$ cat config.mk
export PLATFORM = sky130hd
export DESIGN_NAME = udt_uart_tx
export DESIGN_NICKNAME = d
export VERILOG_FILES = /design/src/udt_pkg.sv /design/src/udt_fifo.sv /design/src/udt_uart_tx.sv
export SDC_FILE = /design/constraint.sdc
export NUM_CORES = 1
export LEC_CHECK = 0
export ABC_AREA = 1
export BUFFER_PORTS_ARGS = -buffer_cell sky130_fd_sc_hd__buf_2
export CAP_MARGIN = 5
export CORE_MARGIN = 2
export CORE_UTILIZATION = 55
export DETAILED_ROUTE_END_ITERATION = 7
export PLACE_DENSITY = 0.71
export SYNTH_ARGS = -nofsm -noshare
export SYNTH_HDL_FRONTEND = slang
export SYNTH_SLANG_ARGS = --single-unit
$ cat constraint.sdc
create_clock -name clk -period 2 [get_ports clk]
set_input_delay 0.4 -clock clk [delete_from_list [all_inputs] [get_ports clk]]
set_output_delay 0.4 -clock clk [all_outputs]
set_load 0.05 [all_outputs]
$ cat src/udt_pkg.sv
// Summary of operation
// - without cts, enable driver once character written
// - keep driver enabled across back-to-back characters
// - drop enable at stop end, no hold
// - cts fall to enable: two clocks to +1bit
// - start bit edge 1 clock after enable without cts, same clock as enable with cts
package udt_pkg;

  // ----------------------------------------------------------------
  // timing
  // ----------------------------------------------------------------
  localparam int CLK_HZ        = 100_000_000;
  localparam int CLK_PERIOD_NS = 10;
  localparam int BAUD_DEFAULT  = 115200;
  localparam int CLKS_PER_BIT  = CLK_HZ / BAUD_DEFAULT;
  localparam int LEAD_CYCLES   = 1;

  // ----------------------------------------------------------------
  // frame and buffer shape
  // ----------------------------------------------------------------
  localparam int DATA_BITS  = 8;
  localparam int STOP_BITS  = 1;
  localparam int FIFO_DEPTH = 16;

  // ----------------------------------------------------------------
  // reset values
  // ----------------------------------------------------------------
  localparam logic TXD_IDLE    = 1'b1;
  localparam logic ENABLE_RESET = 1'b0;
  localparam logic CTS_NEGATED = 1'b1;

  typedef enum logic [2:0] {
    UDT_IDLE  = 3'b000,
    UDT_LEAD  = 3'b001,
    UDT_START = 3'b010,
    UDT_DATA  = 3'b011,
    UDT_STOP  = 3'b100
  } udt_state_t;

  typedef struct packed {
    logic txd;
    logic line_driver_enable;
  } udt_line_t;

  localparam udt_line_t LINE_RESET = '{txd: TXD_IDLE, line_driver_enable: ENABLE_RESET};

endpackage

$ cat src/udt_fifo.sv
module udt_fifo #(
  parameter int WIDTH = 8,
  parameter int DEPTH = udt_pkg::FIFO_DEPTH
) (
  input  wire logic             clk,
  input  wire logic             sys_rst,
  input  wire logic             in_valid,
  output logic                  in_ready,
  input  wire logic [WIDTH-1:0] in_data,
  output logic                  out_valid,
  input  wire logic             out_ready,
  output logic      [WIDTH-1:0] out_data
);

  localparam int AW = $clog2(DEPTH);
  localparam logic [AW:0] FULL_COUNT = (AW+1)'(DEPTH);

  generate
    if (DEPTH < 2 || (1 << AW) != DEPTH || WIDTH < 1) begin : g_bad
      $error("udt_fifo: depth must be a power of two of at least 2");
    end
  endgenerate

  logic [WIDTH-1:0] mem [DEPTH];
  logic [AW-1:0]    wr_ptr;
  logic [AW-1:0]    rd_ptr;
  logic [AW:0]      count;
  logic [AW:0]      next_count;
  logic             do_wr;
  logic             do_rd;

  assign do_wr     = in_valid && in_ready;
  assign do_rd     = out_valid && out_ready;
  assign out_valid = (count != '0);
  assign out_data  = mem[rd_ptr];

  always_comb begin
    next_count = count;
    if (do_wr && !do_rd) begin
      next_count = count + 1'b1;
    end else if (do_rd && !do_wr) begin
      next_count = count - 1'b1;
    end
  end

  always_ff @(posedge clk) begin
    if (do_wr) begin
      mem[wr_ptr] <= in_data;
    end
  end

  // ready is registered so the top sees it straight from a flop
  always_ff @(posedge clk) begin
    if (sys_rst) begin
      wr_ptr   <= '0;
      rd_ptr   <= '0;
      count    <= '0;
      in_ready <= 1'b0;
    end else begin
      if (do_wr) begin
        wr_ptr <= wr_ptr + 1'b1;
      end
      if (do_rd) begin
        rd_ptr <= rd_ptr + 1'b1;
      end
      count    <= next_count;
      in_ready <= (next_count != FULL_COUNT);
    end
  end

endmodule

$ cat src/udt_uart_tx.sv
module udt_uart_tx #(
  parameter int CLKS_PER_BIT = udt_pkg::CLKS_PER_BIT,
  parameter int STOP_BITS    = udt_pkg::STOP_BITS,
  parameter int FIFO_DEPTH   = udt_pkg::FIFO_DEPTH
) (
  input  wire logic                           clk,
  input  wire logic                           sys_rst,
  input  wire logic                           flow_ctrl_en,
  input  wire logic                           tx_valid,
  output logic                                tx_ready,
  input  wire logic [udt_pkg::DATA_BITS-1:0]  tx_data,
  input  wire logic                           cts_n,
  output udt_pkg::udt_line_t                  line,
  output logic                                tx_busy
);

  // ----------------------------------------------------------------
  // parameter checks
  // ----------------------------------------------------------------
  localparam int CW = $clog2(CLKS_PER_BIT);
  localparam int IW = $clog2(udt_pkg::DATA_BITS);
  localparam logic [CW-1:0] BIT_LAST  = CW'(CLKS_PER_BIT - 1);
  localparam logic [IW-1:0] DATA_LAST = IW'(udt_pkg::DATA_BITS - 1);
  localparam logic          STOP_LAST = 1'(STOP_BITS - 1);
  // two clocks plus one bit, one more for the edge that samples the fall
  localparam int            CTS_LAT_MAX = CLKS_PER_BIT + 3;

  generate
    if (CLKS_PER_BIT < 4 || CLKS_PER_BIT > 990 || STOP_BITS < 1 || STOP_BITS > 2) begin : g_bad
      $error("udt_uart_tx: unsupported bit length or stop bit count");
    end
  endgenerate

  // ----------------------------------------------------------------
  // holding buffer
  // ----------------------------------------------------------------
  logic                          fifo_valid;
  logic                          load;
  logic [udt_pkg::DATA_BITS-1:0] fifo_data;

  udt_fifo #(
    .WIDTH (udt_pkg::DATA_BITS),
    .DEPTH (FIFO_DEPTH)
  ) u_fifo (
    .clk       (clk),
    .sys_rst   (sys_rst),
    .in_valid  (tx_valid),
    .in_ready  (tx_ready),
    .in_data   (tx_data),
    .out_valid (fifo_valid),
    .out_ready (load),
    .out_data  (fifo_data)
  );

  // ----------------------------------------------------------------
  // cts synchroniser
  // ----------------------------------------------------------------
  logic cts_s1;
  logic cts_s2;
  logic cts_s3;
  logic cts_flt;

  // a change counts only once the last two stages agree
  always_ff @(posedge clk) begin
    if (sys_rst) begin
      cts_s1  <= udt_pkg::CTS_NEGATED;
      cts_s2  <= udt_pkg::CTS_NEGATED;
      cts_s3  <= udt_pkg::CTS_NEGATED;
      cts_flt <= udt_pkg::CTS_NEGATED;
    end else begin
      cts_s1 <= cts_n;
      cts_s2 <= cts_s1;
      cts_s3 <= cts_s2;
      if (cts_s2 == cts_s3) begin
        cts_flt <= cts_s3;
      end
    end
  end

  // ----------------------------------------------------------------
  // bit timer
  // ----------------------------------------------------------------
  udt_pkg::udt_state_t state;
  logic [CW-1:0]       bit_cnt;
  logic                bit_done;

  assign bit_done = (bit_cnt == BIT_LAST);

  always_ff @(posedge clk) begin
    if (sys_rst) begin
      bit_cnt <= '0;
    end else if (state == udt_pkg::UDT_IDLE || state == udt_pkg::UDT_LEAD || bit_done) begin
      bit_cnt <= '0;
    end else begin
      bit_cnt <= bit_cnt + 1'b1;
    end
  end

  // ----------------------------------------------------------------
  // framing and driver enable
  // ----------------------------------------------------------------
  logic                          can_load;
  logic                          stop_end;
  logic [udt_pkg::DATA_BITS-1:0] shreg;
  logic [IW-1:0]                 data_idx;
  logic                          stop_idx;

  // with flow control the far end must be ready before each character
  assign can_load = fifo_valid && (!flow_ctrl_en || !cts_flt);
  assign stop_end = (state == udt_pkg::UDT_STOP) && bit_done && (stop_idx == STOP_LAST);
  assign load     = can_load && (state == udt_pkg::UDT_IDLE || stop_end);

  always_ff @(posedge clk) begin
    if (sys_rst) begin
      state    <= udt_pkg::UDT_IDLE;
      line     <= udt_pkg::LINE_RESET;
      shreg    <= '0;
      data_idx <= '0;
      stop_idx <= 1'b0;
      tx_busy  <= 1'b0;
    end else begin
      unique case (state)
        udt_pkg::UDT_IDLE: begin
          if (load) begin
            shreg                   <= fifo_data;
            tx_busy                 <= 1'b1;
            line.line_driver_enable <= 1'b1;
            if (flow_ctrl_en) begin
              state    <= udt_pkg::UDT_START;
              line.txd <= 1'b0;
            end else begin
              state <= udt_pkg::UDT_LEAD;
            end
          end
        end
        udt_pkg::UDT_LEAD: begin
          // one clock of lead so the driver is on before the start edge
          state    <= udt_pkg::UDT_START;
          line.txd <= 1'b0;
        end
        udt_pkg::UDT_START: begin
          if (bit_done) begin
            state    <= udt_pkg::UDT_DATA;
            line.txd <= shreg[0];
            data_idx <= '0;
          end
        end
        udt_pkg::UDT_DATA: begin
          if (bit_done) begin
            if (data_idx == DATA_LAST) begin
              state    <= udt_pkg::UDT_STOP;
              line.txd <= 1'b1;
              stop_idx <= 1'b0;
            end else begin
              shreg    <= shreg >> 1;
              line.txd <= shreg[1];
              data_idx <= data_idx + 1'b1;
            end
          end
        end
        udt_pkg::UDT_STOP: begin
          if (stop_end) begin
            if (load) begin
              state    <= udt_pkg::UDT_START;
              shreg    <= fifo_data;
              line.txd <= 1'b0;
            end else begin
              state                   <= udt_pkg::UDT_IDLE;
              line.line_driver_enable <= 1'b0;
              tx_busy                 <= 1'b0;
            end
          end else if (bit_done) begin
            stop_idx <= 1'b1;
          end
        end
        default: begin
          state <= udt_pkg::UDT_IDLE;
          line  <= udt_pkg::LINE_RESET;
        end
      endcase
    end
  end

  // ----------------------------------------------------------------
  // checks
  // ----------------------------------------------------------------
  a_enable_on_write: assert property (@(posedge clk) disable iff (sys_rst)
    (state == udt_pkg::UDT_IDLE && fifo_valid && !flow_ctrl_en)
      |=> line.line_driver_enable)
    else $error("driver not enabled after character written");

  a_enable_hold_b2b: assert property (@(posedge clk) disable iff (sys_rst)
    (stop_end && can_load)
      |=> line.line_driver_enable && !line.txd && state == udt_pkg::UDT_START)
    else $error("driver enable dropped between characters");

  a_enable_drop_end: assert property (@(posedge clk) disable iff (sys_rst)
    (stop_end && !can_load)
      |=> !line.line_driver_enable && line.txd && $past(line.txd))
    else $error("driver enable not released at stop end");

  a_cts_latency: assert property (@(posedge clk) disable iff (sys_rst)
    ($fell(cts_n) && flow_ctrl_en && fifo_valid && state == udt_pkg::UDT_IDLE)
      |-> ##[2:CTS_LAT_MAX] line.line_driver_enable)
    else $error("driver enable later than cts latency limit");

  a_cts_window: assert property (@(posedge clk) disable iff (sys_rst)
    ($fell(cts_n) && flow_ctrl_en && fifo_valid && state == udt_pkg::UDT_IDLE)
      |-> !line.line_driver_enable [*2] ##[1:6] line.line_driver_enable)
    else $error("driver enable outside cts window");

  a_flow_start: assert property (@(posedge clk) disable iff (sys_rst)
    (state == udt_pkg::UDT_IDLE && load && flow_ctrl_en)
      |=> line.line_driver_enable && !line.txd)
    else $error("start edge not with enable under flow control");

  a_start_gap: assert property (@(posedge clk) disable iff (sys_rst)
    ($rose(line.line_driver_enable) && !$past(flow_ctrl_en))
      |-> line.txd ##1 !line.txd)
    else $error("start edge not one clock after enable");

  a_sync_agree: assert property (@(posedge clk) disable iff (sys_rst)
    $changed(cts_flt) |-> $past(cts_s2) == $past(cts_s3) && cts_flt == $past(cts_s3))
    else $error("cts used before stages agree");

  a_line_idle: assert property (@(posedge clk) disable iff (sys_rst)
    !line.line_driver_enable |-> line.txd)
    else $error("line driven low while driver disabled");

endmodule
==> impl_metrics.tcl <==
set metrics [dict create \
    yosysTopAreaCellShare 0.517 \
    clk_pin_slew_ns 0.07 \
    portBuffers 16 \
    vias_per_cell 5.77 \
    cts.sinks 178 \
    die_area_mm2 0.0145 \
    antenna_found_initial 0 \
    drv_cap 0 \
    yosysSeqAreaShare 0.651 \
    grt_max_degree 45 \
    dpl_cell_area_mm2 0.00786 \
    worstMarginPinSlew_ns 0.817 \
    fill_cells 1060 \
    dp_cells 880 \
    outcome "finished, final reports clean" \
    synth_fp_nets 711 \
    slew_headroom 0.453 \
    synth.distinct_cells 41 \
    post-route-cell-area_mm2 0.00847 \
    rows 42 \
    drc 0 \
    r2r_slack_ns 0.17 \
    swShare 0.333 \
    clkPwrFrac 0.302 \
    cellInternalPower_uw 6890 \
    rr_startpoint "state[1]" \
    power.ir.vdd_worst_mv 0.718 \
    async_flop_share 0 \
    grt_pass1_vias 4995 \
    skew_ns 0.00495 \
    slowest_delay_ns 0.44 \
    synth-edff-count 128 \
    dpl.hpwl_um 10500 \
    nets 750 \
    crit_top_cell "a21oi_1" \
    cts_buffers 17 \
    min_period_ns 1.83 \
    finalMaxSlewViolations 0 \
    finalNonFillerCells 915 \
    leakagePower_uw 0.00306 \
    crit_type "flip-flop to flip-flop" \
    placeableCoreArea_mm2 0.0132 \
    period_share 0.914 \
    setup_viol 0 \
    gp_congestion 0.819 \
    grt_util_all_layers 0.237 \
    initial_core_util 0.562 \
    cts_root_buffer "clkbuf_16" \
    arrival_ns 2.14 \
    drt_first_pass_iters 7 \
    area_growth_pct 13.8 \
    power.switching_uw 3440 \
    fmax_mhz 547 \
    hp-class "input port to flip-flop" \
    ant_nets 0 \
    hold_viol_final 0 \
    power-per-cell-area_mw_per_mm2 1220 \
    synth_ff_type "edfxtp_1" \
    grt_overflow 0 \
    syn_area_mm2 0.00744 \
    power_frac_comb 0.273 \
    crit_slowest_cell "dfxtp_1" \
    synth.yosys.warnings 0 \
    drive_gt1_frac 0.145 \
    cp-endpoint "shreg[0]" \
    synthTopCellsByArea "edfxtp_1, dfxtp_1, nor2_1" \
    cts_tree "yes" \
    n_antenna_cell 0 \
    reg2reg_to "shreg[0]" \
    clock_latency_ns 0.43 \
    ys_seq_elements 178 \
    cp-end-kind "flip-flop" \
    h-tree-depth 4 \
    grt_pass1_wl_um 25800 \
    seq_power_share 0.425 \
    die-width_um 120 \
    max-clock-path-buffers 2 \
    avgRoutedWirePerCell_um 17.7 \
    cts_hold_buf 0 \
    crit_required_ns 2.32 \
    path_max_fanout 18 \
    syn_avg_cell_area_um2 10.8 \
    worstRegToRegCells 7 \
    dieHeight_um 120 \
    worstSetupStartpoint "state[1]" \
    tns_ns 0 \
    rsz0062_at_grt "false" \
    ios 17 \
    synth_largest_area_cell "edfxtp_1" \
    syn_inst 687 \
    wirelength_um 16200 \
    drtIter0Drc 530 \
    cp-start-kind "flip-flop" \
    worstPathCellList "nand2_1, nor2_2, inv_2, o211ai_4, a21oi_1, a21oi_1, nor2_1" \
    num_vias 5283 \
]
[stage by stage]
| step | utilization | setup slack, ns | total power [uW] | hold WS [ns] |
|---|---|---|---|---|
| 6_report | 0.639 | 0.172 | 10300 | 0.152 |
| 5_1_grt | 0.639 | 0.00822 | 10900 | 0.143 |
| 4_1_cts | 0.636 | 0.133 | 10300 | 0.133 |
| 3_5_place_dp | 0.594 | 0.161 | 7190 | 0.417 |
| 3_3_place_gp | 0.594 | 0.186 | 7100 | 0.401 |
| 2_1_floorplan | - | 0.00564 | 6460 | 0.389 |
[logic make-up after synthesis]
kind of cell | Yosys count | synth area share
buffers and inverters | 76 | 0.0407
AO/OA/AOI/OAI | 166 | 0.137
AND/OR/NAND/NOR | 247 | 0.142
adder cells (fa/ha/maj) | 12 | 0.0199
XOR/XNOR | 8 | 0.00942
flip-flops | 178 | 0.651
[critical path: cells and delay by family (launching register included)]
kind,cells,cell delay (ns)
AO/OA/AOI/OAI,3,0.58
AND/OR/NAND/NOR,3,0.46
buffers and inverters,1,0.22
flip-flops,1,0.44
[metal layers]
layer / vias to the layer above / wire [um] / track usage
met5: - / 0 / 0
met2: 192 / 7980 / 0.388
met4: 0 / 511 / 0.122
met3: 35 / 1000 / 0.0467
li1: 2501 / - / -
met1: 2555 / 6710 / 0.300
[layout make-up]
class | count | area, um^2 | share of cell area
tap | 176 | 220 | 0.0260
clock buffer | 19 | 443 | 0.0523
clock inverter | 13 | 113 | 0.0133
sequential | 178 | 4850 | 0.573
multi-input combinational | 434 | 2320 | 0.274
timing repair buffer | 48 | 345 | 0.0408
inverter | 47 | 176 | 0.0208
[cell usage in the layout, fill, tap and decap left out, types with 17 or more instances in the layout]
| master | instances |
|---|---|
| a21oi_1 | 26 |
| buf_4 | 30 |
| clkbuf_16 | 17 |
| dfxtp_1 | 46 |
| edfxtp_1 | 128 |
| inv_1 | 44 |
| nand2_1 | 75 |
| nand3_1 | 23 |
| nor2_1 | 121 |
| o211ai_1 | 20 |
| o21ai_0 | 76 |
[state kept, by name, indices dropped and copies added, names as in the netlist, named ones only]
signal and count:
cts_s1 1, u_fifo.rd_ptr 4, cts_s2 1, cts_s3 1, data_idx 3, line 2
bit_cnt 10, tx_busy 1, cts_flt 1, state 3, u_fifo.count 5, u_fifo.in_ready 1
shreg 8, u_fifo.mem 128, stop_idx 1, u_fifo.wr_ptr 4
[cell usage after synthesis, types with 11 or more instances]
library cell,number
a21oi_1,26
clkbuf_1,19
dfxtp_1,50
edfxtp_1,128
ha_1,11
inv_1,45
nand2_1,75
nand3_1,23
nor2_1,122
o211ai_1,20
o21ai_0,77
o221ai_1,14
[power groups by stage]
stage	Sequential [uW]	Clock [uW]	Combinational [uW]
2_1_floorplan	4500	0	1970
3_3_place_gp	4430	0	2670
3_5_place_dp	4450	0	2740
4_1_cts	4370	3170	2760
6_report	4390	3120	2820
5_1_grt	4420	3330	3170
[worst min path at each step]
| stage | start | to | slack, ns | cells past startpoint |
|---|---|---|---|---|
| detailed placement | cts_s1 | cts_s2 | 0.42 | 1 |
| floorplan | cts_s1 | cts_s2 | 0.39 | 1 |
| global route | cts_n | cts_s1 | 0.14 | 2 |
| finish | cts_n | cts_s1 | 0.15 | 2 |
| global placement | cts_s1 | cts_s2 | 0.40 | 1 |
| CTS | cts_n | cts_s1 | 0.13 | 2 |
[repair_timing]
item                       in CTS  in global routing
setup endpoints to repair       0                 12
gates resized for setup         0                  9
buffers inserted                0                  2
Note: power is estimated with default switching activity, not from simulation.
